## src/rtl/tto_map.vh

```
// Purpose: Register offsets, field positions and reset values for the
//          transceiver test override register bank.
// Assumes: 8-bit registers reached over a plain strobe port.
// Notes:   Definitions only.
`ifndef TTO_MAP_VH
`define TTO_MAP_VH
`define TTO_ADDR_W 7
`define TTO_OFS_PROBE 7'h24
`define TTO_OFS_TEST_CTRL 7'h25
`define TTO_OFS_COUPLER 7'h26
`define TTO_OFS_STAGE 7'h27
`define TTO_RST_PROBE 8'h00
`define TTO_RST_TEST_CTRL 8'h40
`define TTO_RST_COUPLER 8'h00
`define TTO_RST_STAGE 8'h00
`define TTO_BIT_FCOMP 7
`define TTO_BIT_DITHER 6
`define TTO_BIT_ADC_OUT 5
`define TTO_BIT_CHOP 4
`define TTO_BIT_SHAPE 3
`define TTO_BIT_VCM 2
`define TTO_BIT_FILT_CONN 1
`define TTO_BIT_ADC_CONN 0
`define TTO_BIT_VGA_OVR 3
`define TTO_BIT_AC1 2
`define TTO_BIT_PD 3
`define TTO_BIT_MODE2 2
`define TTO_ROT_SEQ_A 2'h0
`define TTO_ROT_SEQ_B 2'h1
`define TTO_ROT_HOLD 2'h2
`define TTO_ROT_ALT 2'h3
`define TTO_LSB_AC2 0
`define TTO_LSB_STG1 4
`define TTO_LSB_STG2 2
`define TTO_LSB_STG3 0
`define TTO_RST_PD 1'b1
`define TTO_RST_MODE 3'h4
`define TTO_RST_DITHER 1'b1
`endif

```

## src/rtl/tto_rotator.v

```verilog
// Purpose: Steps the ADC input rotation position.
// Assumes: step is a one-cycle pulse from the ADC sample timing.
// Notes:   Position restarts at 00 whenever the mode changes.
`timescale 1ns/10ps
`include "tto_map.vh"
module tto_rotator (
  input wire clk_sys, // System clock.
  input wire reset_n, // Asynchronous reset, active low.
  input wire [1:0] mode, // Rotation mode field.
  input wire step, // Advance to next position.
  output reg [1:0] pos_r // Current input position.
);
  reg [1:0] mode_r;
  reg [1:0] pos_nxt;

  always @* begin
    pos_nxt = pos_r;
    if (mode != mode_r) begin
      pos_nxt = 2'h0;
    end else if (step) begin
      case (mode)
        `TTO_ROT_SEQ_A: pos_nxt = pos_r + 2'h1;
        `TTO_ROT_SEQ_B: begin
          case (pos_r)
            2'h0: pos_nxt = 2'h2;
            2'h2: pos_nxt = 2'h3;
            2'h3: pos_nxt = 2'h1;
            default: pos_nxt = 2'h0;
          endcase
        end
        `TTO_ROT_HOLD: pos_nxt = 2'h0;
        default: pos_nxt = (pos_r == 2'h0) ? 2'h2 : 2'h0;
      endcase
    end
  end

  always @(posedge clk_sys or negedge reset_n) begin
    if (!reset_n) begin
      mode_r <= 2'h0;
      pos_r <= 2'h0;
    end else begin
      mode_r <= mode;
      pos_r <= pos_nxt;
    end
  end
endmodule

```

## src/rtl/tto_regs.v

```verilog
// Purpose: Test override register bank of a narrowband RF transceiver.
// Assumes: One clock; pin-side inputs are synchronised here.
// Notes:   Unmapped reads return zero; unmapped writes are ignored.
`timescale 1ns/10ps
`include "tto_map.vh"
module tto_regs (
  input wire clk_sys, // System clock, 50 MHz.
  input wire reset_n, // Asynchronous reset, active low.
  input wire [6:0] reg_addr, // Register address.
  input wire [7:0] reg_wdata, // Write data.
  input wire reg_wr, // Write strobe.
  input wire reg_rd, // Read strobe.
  output reg [7:0] reg_rdata_r, // Read data, cycle after strobe.
  input wire [3:0] interface_bits, // Interface register bits 3:0.
  input wire fcomp_in, // Frequency comparator from detector.
  input wire adc_sample_in, // ADC sample bit.
  input wire adc_clk_in, // ADC sampling clock.
  input wire lock_in, // Normal synthesizer status value.
  input wire serial_data_in, // Normal serial data output value.
  input wire data_clock_in, // Normal data clock output value.
  input wire adc_step, // Rotation advance pulse, same clock.
  input wire [1:0] agc_ac2_in, // Automatic second coupler gain.
  input wire agc_ac1_in, // Automatic first coupler gain.
  input wire [5:0] agc_stage_in, // Automatic stage gains 1,2,3.
  output reg filter_probe_connect_r, // Probe on image filter inputs.
  output reg adc_probe_connect_r, // Probe on ADC inputs.
  output reg analog_probe_powerdown_r, // Probe power-down.
  output reg [2:0] probe_mode_r, // Probe test mode.
  output reg fcomp_out_r, // Gated frequency comparator output.
  output reg ds_clk_dither_en_r, // Delta-sigma clock dither enable.
  output reg lock_pin_r, // Synthesizer status pin value.
  output reg serial_data_pin_r, // Serial data pin value.
  output reg data_clock_pin_r, // Data clock pin value.
  output reg integrator_chop_off_r, // Disable integrator chopping.
  output reg shaping_off_r, // Disable feedback mismatch shaping.
  output reg common_mode_rotation_off_r, // Stop common-mode rotation.
  output reg [1:0] adc_rot_pos_r, // ADC input rotation position.
  output reg coupler1_gain_val_r, // First coupler gain to VGA.
  output reg [1:0] coupler2_gain_val_r, // Second coupler gain to VGA.
  output reg [1:0] gain_stage1_val_r, // Stage 1 gain to VGA.
  output reg [1:0] gain_stage2_val_r, // Stage 2 gain to VGA.
  output reg [1:0] gain_stage3_val_r // Stage 3 gain to VGA.
);
  localparam NSYNC = 7;
  localparam SYNC_PD = 6;
  localparam SYNC_MODE = 3;
  localparam SYNC_FCOMP = 2;
  localparam SYNC_SAMPLE = 1;
  localparam SYNC_ACLK = 0;
  reg [7:0] probe_ctrl_r;
  reg [7:0] test_ctrl_r;
  reg [7:0] coupler_r;
  reg [7:0] stage_r;
  reg [NSYNC-1:0] sync1_r;
  reg [NSYNC-1:0] sync2_r;
  reg [7:0] rdata_nxt;
  wire [NSYNC-1:0] pin_raw;
  wire [1:0] rot_pos;
  wire probe_on;
  wire ovr_on;
  reg filter_probe_connect_nxt;
  reg adc_probe_connect_nxt;
  reg analog_probe_powerdown_nxt;
  reg [2:0] probe_mode_nxt;
  reg fcomp_out_nxt;
  reg ds_clk_dither_en_nxt;
  reg lock_pin_nxt;
  reg serial_data_pin_nxt;
  reg data_clock_pin_nxt;
  reg integrator_chop_off_nxt;
  reg shaping_off_nxt;
  reg common_mode_rotation_off_nxt;
  reg [1:0] adc_rot_pos_nxt;
  reg coupler1_gain_val_nxt;
  reg [1:0] coupler2_gain_val_nxt;
  reg [1:0] gain_stage1_val_nxt;
  reg [1:0] gain_stage2_val_nxt;
  reg [1:0] gain_stage3_val_nxt;

  assign pin_raw = {interface_bits, fcomp_in, adc_sample_in, adc_clk_in};

  genvar gi;
  generate
    for (gi = 0; gi < NSYNC; gi = gi + 1) begin : g_sync
      always @(posedge clk_sys or negedge reset_n) begin
        if (!reset_n) begin
          sync1_r[gi] <= 1'b0;
          sync2_r[gi] <= 1'b0;
        end else begin
          sync1_r[gi] <= pin_raw[gi];
          sync2_r[gi] <= sync1_r[gi];
        end
      end
    end
  endgenerate

  // Register writes; reserved bits are stored as written.
  always @(posedge clk_sys or negedge reset_n) begin
    if (!reset_n) begin
      probe_ctrl_r <= `TTO_RST_PROBE;
      test_ctrl_r <= `TTO_RST_TEST_CTRL;
      coupler_r <= `TTO_RST_COUPLER;
      stage_r <= `TTO_RST_STAGE;
    end else if (reg_wr) begin
      case (reg_addr)
        `TTO_OFS_PROBE: probe_ctrl_r <= reg_wdata;
        `TTO_OFS_TEST_CTRL: test_ctrl_r <= reg_wdata;
        `TTO_OFS_COUPLER: coupler_r <= reg_wdata;
        `TTO_OFS_STAGE: stage_r <= reg_wdata;
        default: probe_ctrl_r <= probe_ctrl_r;
      endcase
    end
  end

  always @* begin
    case (reg_addr)
      `TTO_OFS_PROBE: rdata_nxt = probe_ctrl_r;
      `TTO_OFS_TEST_CTRL: rdata_nxt = test_ctrl_r;
      `TTO_OFS_COUPLER: rdata_nxt = coupler_r;
      `TTO_OFS_STAGE: rdata_nxt = stage_r;
      default: rdata_nxt = 8'h00;
    endcase
  end

  always @(posedge clk_sys or negedge reset_n) begin
    if (!reset_n) begin
      reg_rdata_r <= 8'h00;
    end else begin
      reg_rdata_r <= reg_rd ? rdata_nxt : 8'h00;
    end
  end

  tto_rotator u_rot (
    .clk_sys(clk_sys),
    .reset_n(reset_n),
    .mode(test_ctrl_r[1:0]),
    .step(adc_step),
    .pos_r(rot_pos)
  );

  assign probe_on = probe_ctrl_r[`TTO_BIT_FILT_CONN] |
                    probe_ctrl_r[`TTO_BIT_ADC_CONN];
  assign ovr_on = coupler_r[`TTO_BIT_VGA_OVR];

  // With no connect bit set the probe stays powered down.
  always @* begin
    filter_probe_connect_nxt = probe_ctrl_r[`TTO_BIT_FILT_CONN];
    adc_probe_connect_nxt = probe_ctrl_r[`TTO_BIT_ADC_CONN];
    if (probe_on) begin
      analog_probe_powerdown_nxt = sync2_r[SYNC_PD];
      probe_mode_nxt = sync2_r[SYNC_MODE +: 3];
    end else begin
      analog_probe_powerdown_nxt = 1'b1;
      probe_mode_nxt = {1'b1, sync2_r[SYNC_MODE +: 2]};
    end
  end

  always @* begin
    fcomp_out_nxt = test_ctrl_r[`TTO_BIT_FCOMP] &
                    sync2_r[SYNC_FCOMP];
    ds_clk_dither_en_nxt = test_ctrl_r[`TTO_BIT_DITHER];
    integrator_chop_off_nxt = test_ctrl_r[`TTO_BIT_CHOP];
    shaping_off_nxt = test_ctrl_r[`TTO_BIT_SHAPE];
    common_mode_rotation_off_nxt = test_ctrl_r[`TTO_BIT_VCM];
    adc_rot_pos_nxt = rot_pos;
  end

  // In ADC test mode the sample bit drives the status and serial data pins.
  always @* begin
    if (test_ctrl_r[`TTO_BIT_ADC_OUT]) begin
      lock_pin_nxt = sync2_r[SYNC_SAMPLE];
      serial_data_pin_nxt = sync2_r[SYNC_SAMPLE];
      data_clock_pin_nxt = sync2_r[SYNC_ACLK];
    end else begin
      lock_pin_nxt = lock_in;
      serial_data_pin_nxt = serial_data_in;
      data_clock_pin_nxt = data_clock_in;
    end
  end

  // Manual gains replace the automatic ones only while override is set.
  always @* begin
    if (ovr_on) begin
      coupler1_gain_val_nxt = coupler_r[`TTO_BIT_AC1];
      coupler2_gain_val_nxt = coupler_r[`TTO_LSB_AC2 +: 2];
      gain_stage1_val_nxt = stage_r[`TTO_LSB_STG1 +: 2];
      gain_stage2_val_nxt = stage_r[`TTO_LSB_STG2 +: 2];
      gain_stage3_val_nxt = stage_r[`TTO_LSB_STG3 +: 2];
    end else begin
      coupler1_gain_val_nxt = agc_ac1_in;
      coupler2_gain_val_nxt = agc_ac2_in;
      gain_stage1_val_nxt = agc_stage_in[`TTO_LSB_STG1 +: 2];
      gain_stage2_val_nxt = agc_stage_in[`TTO_LSB_STG2 +: 2];
      gain_stage3_val_nxt = agc_stage_in[`TTO_LSB_STG3 +: 2];
    end
  end

  always @(posedge clk_sys or negedge reset_n) begin
    if (!reset_n) begin
      filter_probe_connect_r <= 1'b0;
    end else begin
      filter_probe_connect_r <= filter_probe_connect_nxt;
    end
  end

  always @(posedge clk_sys or negedge reset_n) begin
    if (!reset_n) begin
      adc_probe_connect_r <= 1'b0;
    end else begin
      adc_probe_connect_r <= adc_probe_connect_nxt;
    end
  end

  always @(posedge clk_sys or negedge reset_n) begin
    if (!reset_n) begin
      analog_probe_powerdown_r <= `TTO_RST_PD;
    end else begin
      analog_probe_powerdown_r <= analog_probe_powerdown_nxt;
    end
  end

  always @(posedge clk_sys or negedge reset_n) begin
    if (!reset_n) begin
      probe_mode_r <= `TTO_RST_MODE;
    end else begin
      probe_mode_r <= probe_mode_nxt;
    end
  end

  always @(posedge clk_sys or negedge reset_n) begin
    if (!reset_n) begin
      fcomp_out_r <= 1'b0;
    end else begin
      fcomp_out_r <= fcomp_out_nxt;
    end
  end

  always @(posedge clk_sys or negedge reset_n) begin
    if (!reset_n) begin
      ds_clk_dither_en_r <= `TTO_RST_DITHER;
    end else begin
      ds_clk_dither_en_r <= ds_clk_dither_en_nxt;
    end
  end

  always @(posedge clk_sys or negedge reset_n) begin
    if (!reset_n) begin
      lock_pin_r <= 1'b0;
    end else begin
      lock_pin_r <= lock_pin_nxt;
    end
  end

  always @(posedge clk_sys or negedge reset_n) begin
    if (!reset_n) begin
      serial_data_pin_r <= 1'b0;
    end else begin
      serial_data_pin_r <= serial_data_pin_nxt;
    end
  end

  always @(posedge clk_sys or negedge reset_n) begin
    if (!reset_n) begin
      data_clock_pin_r <= 1'b0;
    end else begin
      data_clock_pin_r <= data_clock_pin_nxt;
    end
  end

  always @(posedge clk_sys or negedge reset_n) begin
    if (!reset_n) begin
      integrator_chop_off_r <= 1'b0;
    end else begin
      integrator_chop_off_r <= integrator_chop_off_nxt;
    end
  end

  always @(posedge clk_sys or negedge reset_n) begin
    if (!reset_n) begin
      shaping_off_r <= 1'b0;
    end else begin
      shaping_off_r <= shaping_off_nxt;
    end
  end

  always @(posedge clk_sys or negedge reset_n) begin
    if (!reset_n) begin
      common_mode_rotation_off_r <= 1'b0;
    end else begin
      common_mode_rotation_off_r <= common_mode_rotation_off_nxt;
    end
  end

  always @(posedge clk_sys or negedge reset_n) begin
    if (!reset_n) begin
      adc_rot_pos_r <= 2'h0;
    end else begin
      adc_rot_pos_r <= adc_rot_pos_nxt;
    end
  end

  always @(posedge clk_sys or negedge reset_n) begin
    if (!reset_n) begin
      coupler1_gain_val_r <= 1'b0;
    end else begin
      coupler1_gain_val_r <= coupler1_gain_val_nxt;
    end
  end

  always @(posedge clk_sys or negedge reset_n) begin
    if (!reset_n) begin
      coupler2_gain_val_r <= 2'h0;
    end else begin
      coupler2_gain_val_r <= coupler2_gain_val_nxt;
    end
  end

  always @(posedge clk_sys or negedge reset_n) begin
    if (!reset_n) begin
      gain_stage1_val_r <= 2'h0;
      gain_stage2_val_r <= 2'h0;
      gain_stage3_val_r <= 2'h0;
    end else begin
      gain_stage1_val_r <= gain_stage1_val_nxt;
      gain_stage2_val_r <= gain_stage2_val_nxt;
      gain_stage3_val_r <= gain_stage3_val_nxt;
    end
  end
endmodule

```

## config.mk

```make
export PLATFORM = sky130hd
export DESIGN_NAME = tto_regs
export DESIGN_NICKNAME = d
export VERILOG_FILES = /design/src/rtl/tto_rotator.v /design/src/rtl/tto_regs.v
export VERILOG_INCLUDE_DIRS = /design/src /design/src/rtl
export SDC_FILE = /design/constraint.sdc
export NUM_CORES = 1
export LEC_CHECK = 0
export CAP_MARGIN = 10
export CELL_PAD_IN_SITES_DETAIL_PLACEMENT = 1
export CELL_PAD_IN_SITES_GLOBAL_PLACEMENT = 2
export CORE_ASPECT_RATIO = 1.1
export CORE_MARGIN = 10
export CORE_UTILIZATION = 44
export DETAILED_ROUTE_END_ITERATION = 7
export DONT_BUFFER_PORTS = 1
export PLACE_DENSITY_LB_ADDON = 0.1
export SYNTH_ARGS = -nofsm -noshare
export SYNTH_HDL_FRONTEND = slang
export SYNTH_HIERARCHICAL = 1
export SYNTH_SLANG_ARGS = --single-unit
```

## constraint.sdc

```tcl
create_clock -name clk_sys -period 1.42 [get_ports clk_sys]
set_input_delay 0.142 -clock clk_sys [delete_from_list [all_inputs] [get_ports clk_sys]]
set_output_delay 0.142 -clock clk_sys [all_outputs]
set_load 0.05 [all_outputs]
```

==> qor.yml <==
cts.reportedPaths.clkPinSlew_ns: 0.10
leakage_nw: 1.815
syn_area_um2: 3187
layout-drive-gt1-share_pct: 35.22
rows: 32
synth_top_family_by_area: "multiplexers"
clk_latency_ns: 0.35
hpwl_mm: 4.434
async_flop_share_pct: 100.0
arrival_ns: 1.63
antenna_cells: 0
grt.total_usage_pct: 12.68
hold_slack_ns: -0.5276
violations: "hold timing"
synth_fa_ha_area_share_pct: 1.570
antenna_found_initial: 0
grt_overflow: 0
post_drt_via_cell_ratio: 5.181
die_h_um: 109.3
core_area_um2: 7047
fin_skew_ns: 0.01402
cap_violations: 0
clock-sinks: 83
max_freq_mhz: 714.0
fin_crit_sh_pct: 98.63
synth_edf_count: 0
firstDrtPassIters: 4
slew_viol_final: 0
cts_tree: "yes"
p_per_area_nw_per_um2: 1365
relSlewSlack_pct: 68.17
synthToLayoutAreaGrowth_pct: 21.04
first_iter_violations: 60
syn_avg_cell_area_um2: 17.51
wl_met3_um: 435
synthSimpleGateAreaFrac_pct: 5.968
ant_nets: 0
wl_met1_mm: 2.688
syn_nets: 225
grt_pass1_vias: 1888
io_buffers: 0
grt_max_degree: 84
layout.nets: 268
wl_met2_mm: 3.478
clk_path_buf_depth: 2
setup_viol: 0
drt-wirelength-per-cell_um: 21.10
gp_congestion: 0.6766
seq_area_frac_synth_pct: 65.33
path_max_fanout: 3
fin_ws_ns: 0.01947
synth_xor_area_share_pct: 0.5497
initial_core_util_pct: 45.22
finalInstanceArea_um2: 3857
cts-root-buf: "clkbuf_8"
sw_frac_of_total_pct: 30.52
max-vdd-ir-drop_uv: 694.2
numCtsBuffers: 9
top_layer: "met4"
crit_required_ns: 1.65
dieArea_um2: 11050
synth_ff_type: "dfrtp_1"
placed_area_um2: 3276
io_pins: 72
yosys_warnings: 6
dpl_worst_slack_ns: -0.09668
die_w_um: 101.1
p_int_mw: 3.660
ys_seq_elements: 83
r2r_cells: 5
grt_pass1_wl_mm: 10.75
tightestPinTransition_ns: 0.4777
seq_power_share_pct: 56.6
p_clk_share_pct: 31.3
period_needed_ns: 1.401
rsz0062_at_grt: "yes"
p_sw_mw: 1.607
drc: 0
tns_ns: 0
vias: 1632
critPathKind: "flip-flop to flip-flop"
hold_viol_final: 83
status: "complete, but fails checks"
cts_hold_buf: 28
htreeDepth: 3
synth.area.mux_share_pct: 22.38
synth_compound_area_share_pct: 2.002
routed_wirelength_mm: 6.646
combinationalPowerShare_pct: 12.1
hp-class: "primary input to asynchronous set/reset pin"
end_kind: "flip-flop"
cp-start-kind: "flip-flop"
synth_cell_type_count: 34
syn_inst: 182
fin_util_pct: 54.74
[sequential cells by signal (all words and copies together) (netlist names), 3 cells and up]
name and count:
test_ctrl_r 8, reg_rdata_r 8, probe_mode_r 3, sync1_r 7, stage_r 8, sync2_r 7, probe_ctrl_r 8, coupler_r 8
[cell usage after synthesis (all sizes together) (2+ instances only)]
| cell type | count | share of area (%) |
|---|---|---|
| ha | 4 | 1.6 |
| mux2 | 42 | 17 |
| dfstp | 4 | 3.3 |
| mux4 | 8 | 5.7 |
| nand4b | 2 | 1.5 |
| nand2 | 2 | 0.24 |
| nor2 | 2 | 0.24 |
| buf | 4 | 1.4 |
| xnor2 | 2 | 0.55 |
| o21ai | 2 | 0.31 |
| o21bai | 2 | 0.47 |
| dfrtp | 79 | 62 |
| nor2b | 8 | 1.6 |
| inv | 6 | 0.71 |
[repair_timing]
item | 4_1_cts | 5_1_grt
buffers inserted | 3 | 2
pin swaps | 3 | 4
setup endpoints to repair | 2 | 2
endpoints found under the hold margin | 136 | 83
gates resized for setup | 0 | 14
cloned | 0 | 0
[cell type report]
| type | count | area, um^2 |
|---|---|---|
| inverters | 6 | 22.52 |
| fillers | 658 | 3189 |
| well taps | 85 | 106.4 |
| repair buffers | 37 | 351.6 |
| multi-input cells | 88 | 1095 |
| clock buffers | 9 | 123.9 |
| clock inverters | 7 | 76.32 |
| flip-flops and latches | 83 | 2082 |
[final timing paths]
kind	start	end	slack (ns)
min in group clk_sys	reg_addr[1]	reg_rdata_r[1]	0.09
worst min register to register	sync2_r[4]	probe_mode_r[1]	0.36
worst max register to register	u_rot/pos_r[1]	u_rot/pos_r[0]	0.02
worst max-delay path	u_rot/pos_r[1]	u_rot/pos_r[0]	0.02
max in group asynchronous	reset_n	ds_clk_dither_en_r	1.75
worst min-delay path	reset_n	sync1_r[4]	-0.53
[cell usage in the layout (no fill, tap or decap), types with 2 or more instances in the layout]
master,netlist,layout
mux2_4,16,16
buf_4,1,8
o21ai_0,2,2
clkinv_4,0,2
nand2_1,2,2
mux2_1,14,14
ha_2,0,2
inv_1,6,3
inv_2,0,3
nand4b_4,2,2
o21bai_1,2,2
clkbuf_8,0,9
nor2_1,2,2
dlygate4sd3_1,0,28
dfstp_2,4,4
xnor2_1,2,2
dfrtp_1,79,79
nor2b_1,8,8
mux4_2,8,8
inv_8,0,3
mux2_2,12,12
[worst max-delay path: stages (launching register included)]
cell       delay, ns
dfrtp_1         0.41
buf_4           0.15
ha_2            0.16
or3b_4          0.40
o2111ai_4       0.07
a21oi_2         0.09
[cells by family (layout without fill, tap and decap cells)]
group / after synthesis / in the layout
DFF: 83 / 83
AOI/OAI and AO/OA: 9 / 9
xor gates and xnor gates: 2 / 2
muxes: 50 / 50
buffers and inverters: 11 / 59
and+or+nand+nor: 23 / 23
adders and majority gates: 4 / 4
[power by group through the flow]
stage / sequential, mW / combinational [mW] / clock (mW)
after floorplan: 2.98 / 0.314 / 0
after global placement: 3.03 / 0.329 / 0
after detailed placement: 3.04 / 0.366 / 0
after CTS: 2.98 / 0.515 / 1.72
after global routing: 3.01 / 0.698 / 1.84
final: 2.98 / 0.636 / 1.65
[through the flow]
stage / power [mW] / std cells
floorplan: 3.298 / 182
global placement: 3.362 / 266
detailed placement: 3.410 / 266
CTS: 5.213 / 313
global route: 5.548 / 315
finish: 5.267 / 315
[metal layers]
layer / track usage, % / vias to the layer above
met5: 0 / -
li1: - / 733
met2: 21.23 / 46
met3: 4.684 / 5
met1: 14.71 / 848
met4: 4.183 / 0
Power figures use the tool's default switching activity.
